[src/pgs_sync.sv]
// Shared constants and the three-stage input synchroniser of the power glue.
`timescale 1ns/1ps

// ==========================================================================
// Shared constants
// ==========================================================================
package pgs_pkg;

	// Number of asynchronous level inputs that pass the synchroniser.
	localparam int unsigned SYNC_W = 8;

	// Bit positions of each input inside the synchronised vector.
	localparam int unsigned IDX_SUPPLY_PG   = 0;
	localparam int unsigned IDX_SLEEP_S3    = 1;
	localparam int unsigned IDX_SLEEP_S5    = 2;
	localparam int unsigned IDX_CPU_IN      = 3;
	localparam int unsigned IDX_THERMAL     = 4;
	localparam int unsigned IDX_DISK_FIRST  = 5;
	localparam int unsigned IDX_DISK_SECOND = 6;
	localparam int unsigned IDX_DISK_SMALL  = 7;

	// Reset value of the vector: supply bad, sleeping, no processor,
	// no trip and every drive idle, so no edge is faked at release.
	localparam logic [SYNC_W-1:0] SYNC_RESET = 8'he8;

	// Clock period and the power-good assertion delay, both in ns.
	localparam int unsigned CLK_PERIOD_NS        = 4;
	localparam int unsigned POWER_GOOD_DELAY_NS  = 1000000;

	// Least delay, so the cycle count rounds up.
	localparam int unsigned POWER_GOOD_DELAY_CYC =
		(POWER_GOOD_DELAY_NS + CLK_PERIOD_NS - 1) / CLK_PERIOD_NS;

	// Width of the delay counter.
	localparam int unsigned PG_CNT_W = 24;

	// Reset values of the outputs.
	localparam logic MAIN_PG_RESET  = 1'b0;
	localparam logic BKFD_N_RESET   = 1'b1;
	localparam logic HELD_RESET     = 1'b0;
	localparam logic SUPPLY_N_RESET = 1'b1;
	localparam logic LED_N_RESET    = 1'b1;
	localparam logic ISOLATE_RESET  = 1'b1;

endpackage

// ==========================================================================
// Three-flop synchroniser with agreement filter
// ==========================================================================
module pgs_sync (
	input  wire logic                      ref_clk_in, // System clock.
	input  wire logic                      reset_in,   // Sync reset, high.
	input  wire logic [pgs_pkg::SYNC_W-1:0] raw_in,    // Pin levels.
	output logic      [pgs_pkg::SYNC_W-1:0] clean_out  // Accepted levels.
);

	// All state of the synchroniser in one record.
	typedef struct packed {
		logic [pgs_pkg::SYNC_W-1:0] stage1; // Metastable catch stage.
		logic [pgs_pkg::SYNC_W-1:0] stage2; // Second stage.
		logic [pgs_pkg::SYNC_W-1:0] stage3; // Third stage.
		logic [pgs_pkg::SYNC_W-1:0] clean;  // Accepted level.
	} pgs_sync_s;

	pgs_sync_s st;      // Registered state.
	pgs_sync_s next_st; // Next state.

	// A level is accepted only once stages two and three agree, so a
	// one-cycle glitch that slips past the first flop is never passed on.
	// Stage one feeds only stage two.
	always_comb begin
		next_st        = st;
		next_st.stage1 = raw_in;
		next_st.stage2 = st.stage1;
		next_st.stage3 = st.stage2;
		for (int i = 0; i < pgs_pkg::SYNC_W; i++) begin
			if (st.stage2[i] == st.stage3[i]) begin
				next_st.clean[i] = st.stage3[i];
			end
		end
	end

	// State register with synchronous reset to constants.
	always_ff @(posedge ref_clk_in) begin
		if (reset_in) begin
			st <= '{pgs_pkg::SYNC_RESET, pgs_pkg::SYNC_RESET,
				pgs_pkg::SYNC_RESET, pgs_pkg::SYNC_RESET};
		end else begin
			st <= next_st;
		end
	end

	assign clean_out = st.clean;

endmodule

[src/pgs_glue.sv]
// Power glue sequencer: main power good, backfeed cut, supply on, LED.
//
// Functional notes
// Main power good drops on sleep or supply loss.
// Main power good rises after fixed delay.
// Backfeed cut low when supply good, awake.
// Backfeed rising edge sets held cut, S5 high.
// Backfeed falling edge clears held cut, S5 high.
// Held cut stays low while S5 low.
// Supply on only with processor, awake, no trip.
// After trip, supply off until S3 rises.
// Disk LED on when any drive active.
// Isolate SMBus segments while supply power bad.
// Inputs synchronised; delay is restartable counter.
// Reset clears memories, outputs to safe levels.
`timescale 1ns/1ps

module pgs_glue #(
	parameter int unsigned PG_DELAY_CYCLES = pgs_pkg::POWER_GOOD_DELAY_CYC
) (
	input  wire logic ref_clk_in,                     // System clock.
	input  wire logic reset_in,                       // Sync reset, high.
	input  wire logic supply_power_good_in,           // Supply good, high.
	input  wire logic sleep_s3_n_in,                  // S3 sleep, low.
	input  wire logic sleep_s5_n_in,                  // S5 sleep, low.
	input  wire logic processor_inserted_n_in,        // Processor_inserted_n, low.
	input  wire logic thermal_trip_condition_in,      // Trip present, high.
	input  wire logic first_disk_activity_n_in,       // Drive 1 busy, low.
	input  wire logic second_disk_activity_n_in,      // Drive 2 busy, low.
	input  wire logic small_computer_disk_activity_n_in, // Drive 3, low.
	output logic      main_power_good_out,            // Main power valid.
	output logic      backfeed_cut_n_out,             // Backfeed cut, low.
	output logic      held_backfeed_cut_out,          // Latched cut.
	output logic      supply_on_n_out,                // Supply on, low.
	output logic      disk_led_n_out,                 // Disk LED, low.
	output logic      smbus_isolate_out               // Force switches open.
);

	// ======================================================================
	// Types and state
	// ======================================================================

	// Power-good sequence: supply bad, delay running, delay elapsed.
	typedef enum logic [1:0] {
		PG_OFF,
		PG_WAIT,
		PG_DONE
	} pgs_pg_e;

	// All state of the sequencer in one record.
	typedef struct packed {
		pgs_pg_e                       pg_state;  // Delay sequence.
		logic [pgs_pkg::PG_CNT_W-1:0]  pg_cnt;    // Delay counter.
		logic                          s3_prev;   // S3 for edge detect.
		logic                          trip_mem;  // Trip has occurred.
		logic                          main_pg;   // Main power good.
		logic                          bkfd_n;    // Backfeed cut, low.
		logic                          held;      // Latched cut.
		logic                          supply_n;  // Supply on, low.
		logic                          led_n;     // Disk LED, low.
		logic                          isolate;   // SMBus isolation.
	} pgs_state_s;

	pgs_state_s st;      // Registered state.
	pgs_state_s next_st; // Next state.

	// Last counter value before the delay counts as elapsed.
	localparam logic [pgs_pkg::PG_CNT_W-1:0] PG_LAST =
		pgs_pkg::PG_CNT_W'(PG_DELAY_CYCLES - 1);

	// ======================================================================
	// Input synchronisation
	// ======================================================================

	logic [pgs_pkg::SYNC_W-1:0] raw;   // Pin levels gathered.
	logic [pgs_pkg::SYNC_W-1:0] clean; // Synchronised levels.

	// Gather the pins so one synchroniser instance serves them all.
	assign raw = {small_computer_disk_activity_n_in,
		second_disk_activity_n_in,
		first_disk_activity_n_in,
		thermal_trip_condition_in,
		processor_inserted_n_in,
		sleep_s5_n_in,
		sleep_s3_n_in,
		supply_power_good_in};

	// Every asynchronous input passes four flops: three stages and the agreement register.
	pgs_sync u_sync (
		.ref_clk_in (ref_clk_in),
		.reset_in   (reset_in),
		.raw_in     (raw),
		.clean_out  (clean)
	);

	logic pg;      // Supply good, synchronised.
	logic s3_n;    // S3 sleep, synchronised.
	logic s5_n;    // S5 sleep, synchronised.
	logic cpu_n;   // Processor present, synchronised.
	logic trip;    // Thermal trip, synchronised.
	logic disk_any; // Any drive active.

	assign pg    = clean[pgs_pkg::IDX_SUPPLY_PG];
	assign s3_n  = clean[pgs_pkg::IDX_SLEEP_S3];
	assign s5_n  = clean[pgs_pkg::IDX_SLEEP_S5];
	assign cpu_n = clean[pgs_pkg::IDX_CPU_IN];
	assign trip  = clean[pgs_pkg::IDX_THERMAL];
	assign disk_any = ~(clean[pgs_pkg::IDX_DISK_FIRST] &
		clean[pgs_pkg::IDX_DISK_SECOND] &
		clean[pgs_pkg::IDX_DISK_SMALL]);

	// ======================================================================
	// Next-state logic
	// ======================================================================

	// All outputs are computed here from the synchronised levels and
	// registered once, so each output follows its cause by one cycle, except
	// supply on, which follows an S3 rise after a trip by two cycles.
	always_comb begin
		next_st         = st;
		next_st.s3_prev = s3_n;

		// Delay sequence: a supply rising edge restarts the counter,
		// and any supply loss abandons it at once.
		case (st.pg_state)
			PG_OFF: begin
				if (pg) begin
					next_st.pg_state = PG_WAIT;
					next_st.pg_cnt   = '0;
				end
			end
			PG_WAIT: begin
				if (!pg) begin
					next_st.pg_state = PG_OFF;
				end else if (st.pg_cnt >= PG_LAST) begin
					next_st.pg_state = PG_DONE;
				end else begin
					next_st.pg_cnt = st.pg_cnt + 1'b1;
				end
			end
			PG_DONE: begin
				if (!pg) begin
					next_st.pg_state = PG_OFF;
				end
			end
			default: begin
				next_st.pg_state = PG_OFF;
			end
		endcase

		// Sleep entry masks power good without restarting the delay.
		next_st.main_pg = (next_st.pg_state == PG_DONE) && pg && s3_n;

		// Backfeed cut is active whenever the supply is good and awake.
		next_st.bkfd_n = ~(pg & s3_n);

		// Latched cut follows edges of the cut output, but S5 wins.
		if (!s5_n) begin
			next_st.held = 1'b0;
		end else if (next_st.bkfd_n && !st.bkfd_n) begin
			next_st.held = 1'b1;
		end else if (!next_st.bkfd_n && st.bkfd_n) begin
			next_st.held = 1'b0;
		end

		// Trip memory: a trip present in the same cycle as the S3 rise
		// sets the memory again, so the set wins over the clear.
		if (trip) begin
			next_st.trip_mem = 1'b1;
		end else if (s3_n && !st.s3_prev) begin
			next_st.trip_mem = 1'b0;
		end

		// Supply on needs the processor, wake state and no trip, live
		// or remembered.
		next_st.supply_n = ~(!cpu_n && s3_n && !trip && !st.trip_mem);

		// Any active drive lights the LED.
		next_st.led_n = ~disk_any;

		// Segments are kept apart while the supply is not valid.
		next_st.isolate = ~pg;
	end

	// ======================================================================
	// State register
	// ======================================================================

	// Reset puts every output at its safe level and forgets any trip.
	always_ff @(posedge ref_clk_in) begin
		if (reset_in) begin
			st.pg_state <= PG_OFF;
			st.pg_cnt   <= '0;
			st.s3_prev  <= 1'b0;
			st.trip_mem <= 1'b0;
			st.main_pg  <= pgs_pkg::MAIN_PG_RESET;
			st.bkfd_n   <= pgs_pkg::BKFD_N_RESET;
			st.held     <= pgs_pkg::HELD_RESET;
			st.supply_n <= pgs_pkg::SUPPLY_N_RESET;
			st.led_n    <= pgs_pkg::LED_N_RESET;
			st.isolate  <= pgs_pkg::ISOLATE_RESET;
		end else begin
			st <= next_st;
		end
	end

	// Outputs come straight from flops.
	assign main_power_good_out   = st.main_pg;
	assign backfeed_cut_n_out    = st.bkfd_n;
	assign held_backfeed_cut_out = st.held;
	assign supply_on_n_out       = st.supply_n;
	assign disk_led_n_out        = st.led_n;
	assign smbus_isolate_out     = st.isolate;

	// Cycles for which the synchronised supply has been good in a row.
	logic [pgs_pkg::PG_CNT_W:0] chk_pg_run; // Saturating run counter.

	// Helper counter; saturates well above the delay.
	always_ff @(posedge ref_clk_in) begin
		if (reset_in || !pg) begin
			chk_pg_run <= '0;
		end else if (!chk_pg_run[pgs_pkg::PG_CNT_W]) begin
			chk_pg_run <= chk_pg_run + 1'b1;
		end
	end
endmodule

[config.mk]
export PLATFORM = sky130hd
export DESIGN_NAME = pgs_glue
export DESIGN_NICKNAME = d
export VERILOG_FILES = /design/src/pgs_sync.sv /design/src/pgs_glue.sv
export SDC_FILE = /design/constraint.sdc
export NUM_CORES = 1
export LEC_CHECK = 0
export ABC_AREA = 1
export BUFFER_PORTS_ARGS = -buffer_cell sky130_fd_sc_hd__buf_2
export CORE_AREA = 4 4 103 105
export DETAILED_ROUTE_END_ITERATION = 10
export DIE_AREA = 0 0 107 109
export SETUP_SLACK_MARGIN = 0.4
export SLEW_MARGIN = 40
export SYNTH_ARGS = -nofsm -noshare
export SYNTH_HDL_FRONTEND = slang
export SYNTH_HIERARCHICAL = 1
export SYNTH_SLANG_ARGS = --single-unit
[constraint.sdc]
create_clock -name ref_clk_in -period 1.7 [get_ports ref_clk_in]
set_input_delay 0.255 -clock ref_clk_in [delete_from_list [all_inputs] [get_ports ref_clk_in]]
set_output_delay 0.255 -clock ref_clk_in [all_outputs]
set_load 0.01 [all_outputs]
# Word-level counts from Yosys, hierarchy flattened
# Index checks and enable logic that the tools add are counted.
# word_totals
out_inout_bits,6
reg_bits,66
in_bits,10
word_cells,75
# op_classes
reduce_logical,19
add_sub_neg,1
muxes,12
order_cmp,1
n_eq_ne,14
bitwise,7
# ops
operator,count
$mux W24,2
$pmux W24 S2,1
$mux W26,1
$add A24 B1 Y24 const B,1
$ge A24 B18 Y1 const B,1
$eq A1 B1 Y1,8
$logic_and A1 B1 Y1,8
$mux W2,3
$pmux W2 S3,1
$reduce_bool A2 Y1,3
$logic_not A1 Y1,5
$eq A2 B2 Y1 const B,2
$mux W1,4
$ne A2 B1 Y1 const B,2
$not A1 Y1,4
$reduce_and A4 Y1,1
$and A1 B1 Y1,3
$eq A2 B1 Y1 const B,1
$logic_not A2 Y1,1
$ne A2 B2 Y1 const B,1
$reduce_or A2 Y1,1

# Longest topological paths before layout
# Gate-level depths: netlist of the first run.
# depth
ltp_word,7
depth_mapped,11

# Cells and area by module
# Netlist of the first run, hierarchy kept.
# modules_own_cells
mod,instances,area_per_inst_um2,cells_each
pgs_glue,1,1793.0,276
pgs_sync,1,1073.5,124

# Worst setup path before layout of the first run
# OpenSTA, ideal clock, no wires.
# synth_path
path_kind,register to register
from,"reg, netlist name st[8]"
to,"reg, netlist name st[13]"
stages_incl_launch_ff,10
setup_slack_ns,0.153
required_ns,1.568
setup_time_ns,0.132
path_buffers,1
arrival_time_ns,1.415
path_cell_list,dfxtp_1 ha_1 nand3_1 nand3b_1 nand3_1 nand2_2 nand3_4 buf_2 nand3_1 a21oi_2

==> out/qor.json, run 1 <==
{
  "critPathArrivalTime": {"value": 1810, "unit": "ps"},
  "top_level_ports": {"value": 16},
  "synth.yosys.warnings": {"value": 6},
  "io_buffer_count": {"value": 15},
  "initial_core_util": {"value": 0.297},
  "outcome": {"value": "finished, final reports clean"},
  "synth.top_cell.area_share": {"value": 0.461},
  "timing.critical_path.to_type": {"value": "flop"},
  "max-cap-violations": {"value": 0},
  "static-leakage-power": {"value": 1.36, "unit": "nW"},
  "tightestPinTransition": {"value": 466, "unit": "ps"},
  "fin_worst_skew": {"value": 11.3, "unit": "ps"},
  "gp_congestion": {"value": 0.837},
  "launching_instance_or_port_of_the_critical_path": {"value": "st[9]$_SDFFE_PP0P_"},
  "yosys.area_share.adder": {"value": 0.00873},
  "layout_worst_path_cycle_share": {"value": 0.942},
  "drt_iter0_drc": {"value": 107},
  "fp.coreArea": {"value": 9640, "unit": "um^2"},
  "netlist.top_cell.by_area": {"value": "sky130_fd_sc_hd__dfxtp_1"},
  "syn-cell-area": {"value": 2870, "unit": "um^2"},
  "yosys.area_share.xor_xnor": {"value": 0.0153},
  "h-tree-depth": {"value": 3},
  "power.share.combinational": {"value": 0.024},
  "max_clock_freq": {"value": 0.625, "unit": "GHz"},
  "wire_length_of_the_first_global_routing_pass": {"value": 9900, "unit": "um"},
  "tritoncts_num_sinks": {"value": 66},
  "synth.avg_cell_area": {"value": 7.17, "unit": "um^2"},
  "crit_path_max_fanout": {"value": 7},
  "timing.reg2reg.worst_path_depth": {"value": 9},
  "final-setup-viol-count": {"value": 0},
  "timing.hold.worst.class": {"value": "input pin to flop"},
  "remaining_drc_errors": {"value": 0},
  "finalWorstSetupSlack": {"value": 98.7, "unit": "ps"},
  "most_frequent_standard_cell_in_the_layout_excluding_fill_and_tap_cells": {"value": "sky130_fd_sc_hd__nand2_1"},
  "reg2reg_to": {"value": "st[23]$_SDFFE_PP0P_"},
  "clk_latency": {"value": 340, "unit": "ps"},
  "grt_max_degree": {"value": 25},
  "timing.critical_path.required": {"value": 1910, "unit": "ps"},
  "dp_hpwl": {"value": 3860, "unit": "um"},
  "postSynthRegisterBits": {"value": 66},
  "switching_share": {"value": 0.223},
  "vdd.ir_drop.worst": {"value": 625, "unit": "uV"},
  "cts_tree": {"value": "yes"},
  "antenna_cells": {"value": 0},
  "std_cell_rows": {"value": 36},
  "grt.total_usage": {"value": 0.106},
  "die_width": {"value": 107, "unit": "um"},
  "synth_simple_gate_area_share": {"value": 0.340},
  "yosysSeqAreaShare": {"value": 0.461},
  "synthMuxAreaShare": {"value": 0},
  "routed_wire_length_per_instance": {"value": 10.9, "unit": "um"},
  "post-route-util": {"value": 0.375},
  "layout_min_cycle_time": {"value": 1600, "unit": "ps"},
  "cp-start-kind": {"value": "flop"},
  "die_h": {"value": 109, "unit": "um"},
  "via_per_inst": {"value": 4.36},
  "synth_compound_area_frac": {"value": 0.0624},
  "postRouteWirelength": {"value": 6160, "unit": "um"},
  "postLayoutCellArea": {"value": 3610, "unit": "um^2"},
  "route.vias.total": {"value": 2457},
  "design.final.nets": {"value": 437},
  "clkSlewWorstSetupHoldPaths": {"value": 80, "unit": "ps"},
  "net-switching-power": {"value": 682, "unit": "uW"},
  "timing.setup.tns": {"value": 0, "unit": "ps"},
  "number_of_global_route_vias_before_repair": {"value": 2184},
  "p_clk_frac": {"value": 0.461},
  "power_report.internal_total": {"value": 2.37, "unit": "mW"},
  "overflow": {"value": 0},
  "finalPower": {"value": 3.05, "unit": "mW"},
  "clock_tree.root_cell": {"value": "sky130_fd_sc_hd__clkbuf_8"},
  "sequential_power_share": {"value": 0.515},
  "layout.cells.most_common_list": {"value": "sky130_fd_sc_hd__nand2_1, sky130_fd_sc_hd__nor2_1, sky130_fd_sc_hd__dfxtp_1, sky130_fd_sc_hd__inv_1, sky130_fd_sc_hd__a21oi_1"},
  "timing_hold_violations_final": {"value": 0},
  "drive_gt1_frac": {"value": 0.265},
  "total_clock_buffers_created_by_cts": {"value": 9},
  "grt_setup_unrepaired": {"value": "true"},
  "fp.dieArea": {"value": 11700, "unit": "um^2"},
  "rr_startpoint": {"value": "st[9]$_SDFFE_PP0P_"},
  "cts_hold_fix_bufs": {"value": 0},
  "post_placement_setup_slack": {"value": 133, "unit": "ps"},
  "number_of_antenna_violations_at_the_first_check_in_global_routing": {"value": 0},
  "synthesized_netlist_net_count": {"value": 412},
  "r2r_setup_slack": {"value": 100, "unit": "ps"},
  "ant_nets": {"value": 0},
  "postSynthCellCount": {"value": 400},
  "synth_top_cells_by_area": {"value": "sky130_fd_sc_hd__dfxtp_1, sky130_fd_sc_hd__nand2_1, sky130_fd_sc_hd__nor2_1, sky130_fd_sc_hd__inv_1, sky130_fd_sc_hd__nand3_1"},
  "final-max-slew-violation-count": {"value": 0},
  "critPathKind": {"value": "flop to flop"},
  "layout-area-overhead-vs-synth": {"value": 26.0, "unit": "%"},
  "synth.distinct_cells": {"value": 29},
  "timing.max_slew.rel_slack": {"value": 0.689},
  "power_per_cell_area": {"value": 845, "unit": "nW/um^2"},
  "synth_top_family_by_area": {"value": "simple AND/OR/NAND/NOR gates"},
  "cts_buffer_depth": {"value": 2},
  "critical_path.endpoint": {"value": "st[23]$_SDFFE_PP0P_"},
  "placed_cell_area": {"value": 3090, "unit": "um^2"},
  "firstDrtPassIters": {"value": 4}
}
-- worst max-delay path: stages (launching register included) --
cell,delay (ps)
sky130_fd_sc_hd__dfxtp_4,380
sky130_fd_sc_hd__ha_4,160
sky130_fd_sc_hd__nand3_4,90
sky130_fd_sc_hd__nand3b_1,130
sky130_fd_sc_hd__nand3_2,100
sky130_fd_sc_hd__nand2_4,110
sky130_fd_sc_hd__nand3_4,170
sky130_fd_sc_hd__buf_12,210
sky130_fd_sc_hd__nand3_2,80
sky130_fd_sc_hd__a21oi_2,60
-- layer usage --
metal | routed length [um] | GRT usage | vias up
met4 | 89 | 0.0347 | 0
met5 | 0 | 0 | -
met3 | 258 | 0.0337 | 9
met2 | 3050 | 0.171 | 52
met1 | 2760 | 0.134 | 1106
li1 | - | - | 1290
-- cell type report --
| class | instances | area [um^2] |
|---|---|---|
| Sequential cell | 66 | 1350 |
| Fill cell | 1021 | 6030 |
| Clock inverter | 6 | 70.1 |
| Clock buffer | 10 | 149 |
| Inverter | 49 | 184 |
| Tap cell | 133 | 166 |
| Multi-Input combinational cell | 267 | 1440 |
| Timing Repair Buffer | 32 | 256 |
-- power groups by stage --
stage / Combinational, mW / Sequential (mW) / Clock, mW
after floorplan: 0.0531 / 1.61 / 0
after global placement: 0.0712 / 1.61 / 0
after detailed placement: 0.0729 / 1.61 / 0
after CTS: 0.0742 / 1.57 / 1.46
after global routing: 0.0858 / 1.57 / 1.52
final: 0.0734 / 1.57 / 1.41
-- kinds of logic after synthesis --
kind of cell,after synthesis
and+or+nand+nor,226
buffers and inverters,68
DFF,66
AOI/OAI and AO/OA,33
xor gates and xnor gates,5
adders and majority gates,2
-- cells in the mapped netlist --
cell type and count:
sky130_fd_sc_hd__buf_2 1, sky130_fd_sc_hd__inv_2 1, sky130_fd_sc_hd__nand2_1 92, sky130_fd_sc_hd__clkbuf_1 5
sky130_fd_sc_hd__nand3_4 1, sky130_fd_sc_hd__nor2_2 4, sky130_fd_sc_hd__dfxtp_1 66, sky130_fd_sc_hd__nor3_1 4
sky130_fd_sc_hd__or2_2 4, sky130_fd_sc_hd__xnor2_1 2, sky130_fd_sc_hd__o21ai_1 1, sky130_fd_sc_hd__ha_1 2
sky130_fd_sc_hd__o211ai_1 1, sky130_fd_sc_hd__nand4_1 7, sky130_fd_sc_hd__o21ai_0 6, sky130_fd_sc_hd__clkinv_1 1
sky130_fd_sc_hd__nor2_1 76, sky130_fd_sc_hd__a21oi_2 3, sky130_fd_sc_hd__nand2_4 1, sky130_fd_sc_hd__nand3b_1 3
sky130_fd_sc_hd__buf_4 8, sky130_fd_sc_hd__xor2_1 3, sky130_fd_sc_hd__and2_1 1, sky130_fd_sc_hd__or2_1 4
sky130_fd_sc_hd__inv_1 47, sky130_fd_sc_hd__a21oi_1 22, sky130_fd_sc_hd__nand2_2 1, sky130_fd_sc_hd__buf_6 5
sky130_fd_sc_hd__nand3_1 28
-- timing repair --
action	CTS	global route
setup endpoints to repair	26	27
setup buffers	2	3
endpoints found under the hold margin	0	0
cloned	0	2
pin swaps	0	11
gates resized for setup	12	54
-- worst min path at each step --
stage | start | end | slack [ps] | cells after the start
final | first_disk_activity_n_in | u_sync/next_st[21]$_SDFF_PP1_ | 90 | 2
after global routing | first_disk_activity_n_in | u_sync/next_st[21]$_SDFF_PP1_ | 70 | 2
after CTS | first_disk_activity_n_in | u_sync/next_st[21]$_SDFF_PP1_ | 70 | 2
after detailed placement | u_sync/next_st[19]$_SDFF_PP1_ | u_sync/next_st[11]$_SDFF_PP1_ | 390 | 1
after global placement | u_sync/next_st[19]$_SDFF_PP1_ | u_sync/next_st[11]$_SDFF_PP1_ | 390 | 1
after floorplan | processor_inserted_n_in | u_sync/next_st[19]$_SDFF_PP1_ | 350 | 1
-- state kept, by name, indices dropped and copies added (netlist names) --
name and cells:
main_power_good_out 1, st 28, backfeed_cut_n_out 1, supply_on_n_out 1, u_sync/next_st 16, u_sync/clean_out 8, smbus_isolate_out 1, disk_led_n_out 1
u_sync/st 8, held_backfeed_cut_out 1
-- through the flow --
stage	hold WS, ps	cells
CTS	73.7	558
global route	72.0	563
finish	91.3	563
detailed placement	392	540
global placement	385	540
floorplan	352	400
Note: power is estimated with default switching activity, not from simulation.
==> run 2, diff against run 1 <==
--- a/config.mk
+++ b/config.mk
@@ -7,10 +7,11 @@
 export LEC_CHECK = 0
 export ABC_AREA = 1
 export BUFFER_PORTS_ARGS = -buffer_cell sky130_fd_sc_hd__buf_2
-export CORE_AREA = 4 4 103 105
+export CORE_AREA = 4 4 78 80
 export DETAILED_ROUTE_END_ITERATION = 10
-export DIE_AREA = 0 0 107 109
-export SETUP_SLACK_MARGIN = 0.4
+export DIE_AREA = 0 0 82 84
+export PLACE_DENSITY = 0.74
+export SETUP_SLACK_MARGIN = 0.02
 export SLEW_MARGIN = 40
 export SYNTH_ARGS = -nofsm -noshare
 export SYNTH_HDL_FRONTEND = slang
==> run 2 against run 1 <==
Net effect: cell count down 13%; cell area fell by 10%; sequential share of layout area is 3.7 points higher; first-iteration DRC count grew 25%; hold slack better by 3.8 ps; non-clock buffer count is 9 lower; core utilization grew 23 points; global-route usage is 6.9 points higher; flip-flop and latch count stayed put; clock power fell by 11%; critical endpoint is now st[15]$_SDFFE_PP0P_; largest cell class is now flip-flops and latches; largest power group unchanged.
==> out/qor.json, run 2 (synthesis results as in run 1) <==
{
  "cts_buffer_depth": {"value": 2, "change": "unchanged"},
  "clock_tree.root_cell": {"value": "sky130_fd_sc_hd__clkbuf_8"},
  "tightestPinTransition": {"value": 529, "unit": "ps", "change": "+62.9 ps"},
  "antenna_cells": {"value": 0, "change": "unchanged"},
  "timing.reg2reg.worst_path_depth": {"value": 9, "change": "unchanged"},
  "final-instance-count-excl-fill": {"value": 492, "change": "-13%"},
  "std_cell_rows": {"value": 27, "change": "-25%"},
  "finalWorstSetupSlack": {"value": 73.7, "unit": "ps", "change": "-25.0 ps"},
  "h-tree-depth": {"value": 3, "change": "unchanged"},
  "area.sequential": {"value": 1330, "unit": "um^2", "change": "-1.3%"},
  "layout_worst_path_cycle_share": {"value": 0.957, "change": "+0.0147"},
  "critical_path.endpoint": {"value": "st[15]$_SDFFE_PP0P_"},
  "n_fill_cell": {"value": 509, "change": "-50%"},
  "layout_min_cycle_time": {"value": 1630, "unit": "ps", "change": "+25.0 ps"},
  "launching_instance_or_port_of_the_critical_path": {"value": "st[9]$_SDFFE_PP0P_"},
  "dp_hpwl": {"value": 3650, "unit": "um", "change": "-5.5%"},
  "final-max-slew-violation-count": {"value": 0, "change": "unchanged"},
  "final-setup-viol-count": {"value": 0, "change": "unchanged"},
  "number_of_antenna_violations_at_the_first_check_in_global_routing": {"value": 0, "change": "unchanged"},
  "die_width": {"value": 82, "unit": "um", "change": "-23%"},
  "finalPower": {"value": 2.89, "unit": "mW", "change": "-5.2%"},
  "layout.cells.most_common_list": {"value": "sky130_fd_sc_hd__nand2_1, sky130_fd_sc_hd__nor2_1, sky130_fd_sc_hd__dfxtp_1, sky130_fd_sc_hd__inv_1, sky130_fd_sc_hd__nand3_1"},
  "fin_worst_hold_slack": {"value": 95.1, "unit": "ps", "change": "+3.79 ps"},
  "initial_core_util": {"value": 0.530, "change": "+0.233"},
  "highest_layer": {"value": "met4"},
  "total_clock_buffers_created_by_cts": {"value": 9, "change": "unchanged"},
  "postRouteWirelength": {"value": 5510, "unit": "um", "change": "-10%"},
  "timing_hold_violations_final": {"value": 0, "change": "unchanged"},
  "static-leakage-power": {"value": 1.25, "unit": "nW", "change": "-7.9%"},
  "critPathKind": {"value": "flop to flop"},
  "die_h": {"value": 84, "unit": "um", "change": "-23%"},
  "tritoncts_num_sinks": {"value": 66, "change": "unchanged"},
  "firstDrtPassIters": {"value": 4, "change": "unchanged"},
  "drive_gt1_frac": {"value": 0.160, "change": "-0.106"},
  "crit_path_max_fanout": {"value": 7, "change": "unchanged"},
  "fp.coreArea": {"value": 5410, "unit": "um^2", "change": "-44%"},
  "timing.critical_path.to_type": {"value": "flop"},
  "timing.max_slew.rel_slack": {"value": 0.647, "change": "-0.0423"},
  "wl_met2": {"value": 2640, "unit": "um", "change": "-13%"},
  "routed_wire_length_per_instance": {"value": 11.2, "unit": "um", "change": "+2.5%"},
  "vdd.ir_drop.worst": {"value": 799, "unit": "uV", "change": "+28%"},
  "rr_startpoint": {"value": "st[9]$_SDFFE_PP0P_"},
  "io_buffer_count": {"value": 15, "change": "unchanged"},
  "top_level_ports": {"value": 16, "change": "unchanged"},
  "route.vias.total": {"value": 2408, "change": "-2.0%"},
  "design.final.nets": {"value": 428, "change": "-2.1%"},
  "clk_latency": {"value": 340, "unit": "ps", "change": "about the same"},
  "critPathArrivalTime": {"value": 1840, "unit": "ps", "change": "+30 ps"},
  "fp.dieArea": {"value": 6890, "unit": "um^2", "change": "-41%"},
  "post-cts-setup-buffers": {"value": 0, "change": "-2"},
  "hold_depth": {"value": 2, "change": "unchanged"},
  "grt.total_usage": {"value": 0.175, "change": "+0.0691"},
  "most_frequent_standard_cell_in_the_layout_excluding_fill_and_tap_cells": {"value": "sky130_fd_sc_hd__nand2_1"},
  "multi_input_area": {"value": 1280, "unit": "um^2", "change": "-11%"},
  "power_per_cell_area": {"value": 892, "unit": "nW/um^2", "change": "+5.6%"},
  "timing.critical_path.required": {"value": 1920, "unit": "ps", "change": "about the same"},
  "timing.hold.worst.class": {"value": "input pin to flop"},
  "post_placement_setup_slack": {"value": 33.0, "unit": "ps", "change": "-100 ps"},
  "max_clock_freq": {"value": 0.615, "unit": "GHz", "change": "-1.5%"},
  "cp-start-kind": {"value": "flop"},
  "r2r_setup_slack": {"value": 70, "unit": "ps", "change": "-30 ps"},
  "fin_worst_skew": {"value": 9.00, "unit": "ps", "change": "-2.32 ps"},
  "via_per_inst": {"value": 4.89, "change": "+12%"},
  "gp_congestion": {"value": 0.902, "change": "+7.7%"},
  "flip_flop_count_of_the_largest_register_after_layout": {"value": 28, "change": "unchanged"},
  "outcome": {"value": "finished, final reports clean"},
  "number_of_global_route_vias_before_repair": {"value": 2200, "change": "+0.73%"},
  "wire_length_of_the_first_global_routing_pass": {"value": 9380, "unit": "um", "change": "-5.3%"},
  "route.layer.met1.wl": {"value": 2500, "unit": "um", "change": "-9.3%"},
  "max-cap-violations": {"value": 0, "change": "unchanged"},
  "cts_tree": {"value": "yes"},
  "overflow": {"value": 0, "change": "unchanged"},
  "layout-area-overhead-vs-synth": {"value": 13.2, "unit": "%"},
  "drt_iter0_drc": {"value": 134, "change": "+25%"},
  "clkSlewWorstSetupHoldPaths": {"value": 70, "unit": "ps", "change": "about the same"},
  "numPlacedInstances": {"value": 475, "change": "-12%"},
  "wl_met3": {"value": 232, "unit": "um", "change": "-10%"},
  "max_flop_register": {"value": "st"},
  "reg2reg_to": {"value": "st[15]$_SDFFE_PP0P_"},
  "remaining_drc_errors": {"value": 0, "change": "unchanged"},
  "ant_nets": {"value": 0, "change": "unchanged"},
  "grt_max_degree": {"value": 37, "change": "+48%"},
  "grt_setup_unrepaired": {"value": "true"}
}
## run 2: cell types whose count changed in the layout (fill, tap and decap cells not counted), sizes merged
cell | previous run | this run
inv | 50 | 48
buf | 31 | 22
clkinvlp | 0 | 1
## run 2: power by group
part	internal [mW]	switching, mW	total (mW)
Clock	0.666	0.579	1.25
Combinational	0.0277	0.0425	0.0703
Sequential	1.57	0.00911	1.58
## run 2: worst min path at each step
stage / startpoint / to / slack [ps]
3_3_place_gp: u_sync/next_st[19]$_SDFF_PP1_ / u_sync/next_st[11]$_SDFF_PP1_ / 390
4_1_cts: second_disk_activity_n_in / u_sync/next_st[22]$_SDFF_PP1_ / 70
3_5_place_dp: u_sync/next_st[22]$_SDFF_PP1_ / u_sync/next_st[14]$_SDFF_PP1_ / 390
2_1_floorplan: processor_inserted_n_in / u_sync/next_st[19]$_SDFF_PP1_ / 350
6_report: second_disk_activity_n_in / u_sync/next_st[22]$_SDFF_PP1_ / 100
5_1_grt: processor_inserted_n_in / u_sync/next_st[19]$_SDFF_PP1_ / 90
## run 2: layout make-up
class	count	area share
well taps	72	0.0278
clock inverters	5	0.0174
inverters	49	0.0567
flip-flops and latches	66	0.410
repair buffers	23	0.0532
multi-input cells	267	0.396
clock buffers	10	0.0393
## run 2: critical path, stage by stage, from the launching register on
cell	delay (ps)
sky130_fd_sc_hd__dfxtp_4	370
sky130_fd_sc_hd__ha_4	150
sky130_fd_sc_hd__nand3_2	120
sky130_fd_sc_hd__nand3b_1	140
sky130_fd_sc_hd__nand3_1	100
sky130_fd_sc_hd__nand2_2	120
sky130_fd_sc_hd__nand3_4	160
sky130_fd_sc_hd__clkbuf_16	210
sky130_fd_sc_hd__nand3_1	80
sky130_fd_sc_hd__a21oi_2	60
## run 2: metal layers
layer | GRT usage | vias to the layer above
met5 | 0 | -
met2 | 0.282 | 43
met1 | 0.208 | 1090
met4 | 0.0816 | 0
li1 | - | 1261
met3 | 0.0540 | 14
## run 2: what timing repair did
item,CTS,global route
pin swaps,0,1
gates cloned,0,2
resized for setup,2,18
hold endpoints to repair,0,0
hold buffers,0,0
endpoints found under the setup margin,7,23
## run 2: metrics by stage
step / utilization / setup TNS [ps] / instance area (um^2)
floorplan: - / 0 / 2870
global placement: 0.547 / 0 / 2960
detailed placement: 0.547 / 0 / 2960
CTS: 0.583 / 0 / 3150
global route: 0.600 / -14.9 / 3240
finish: 0.600 / 0 / 3240
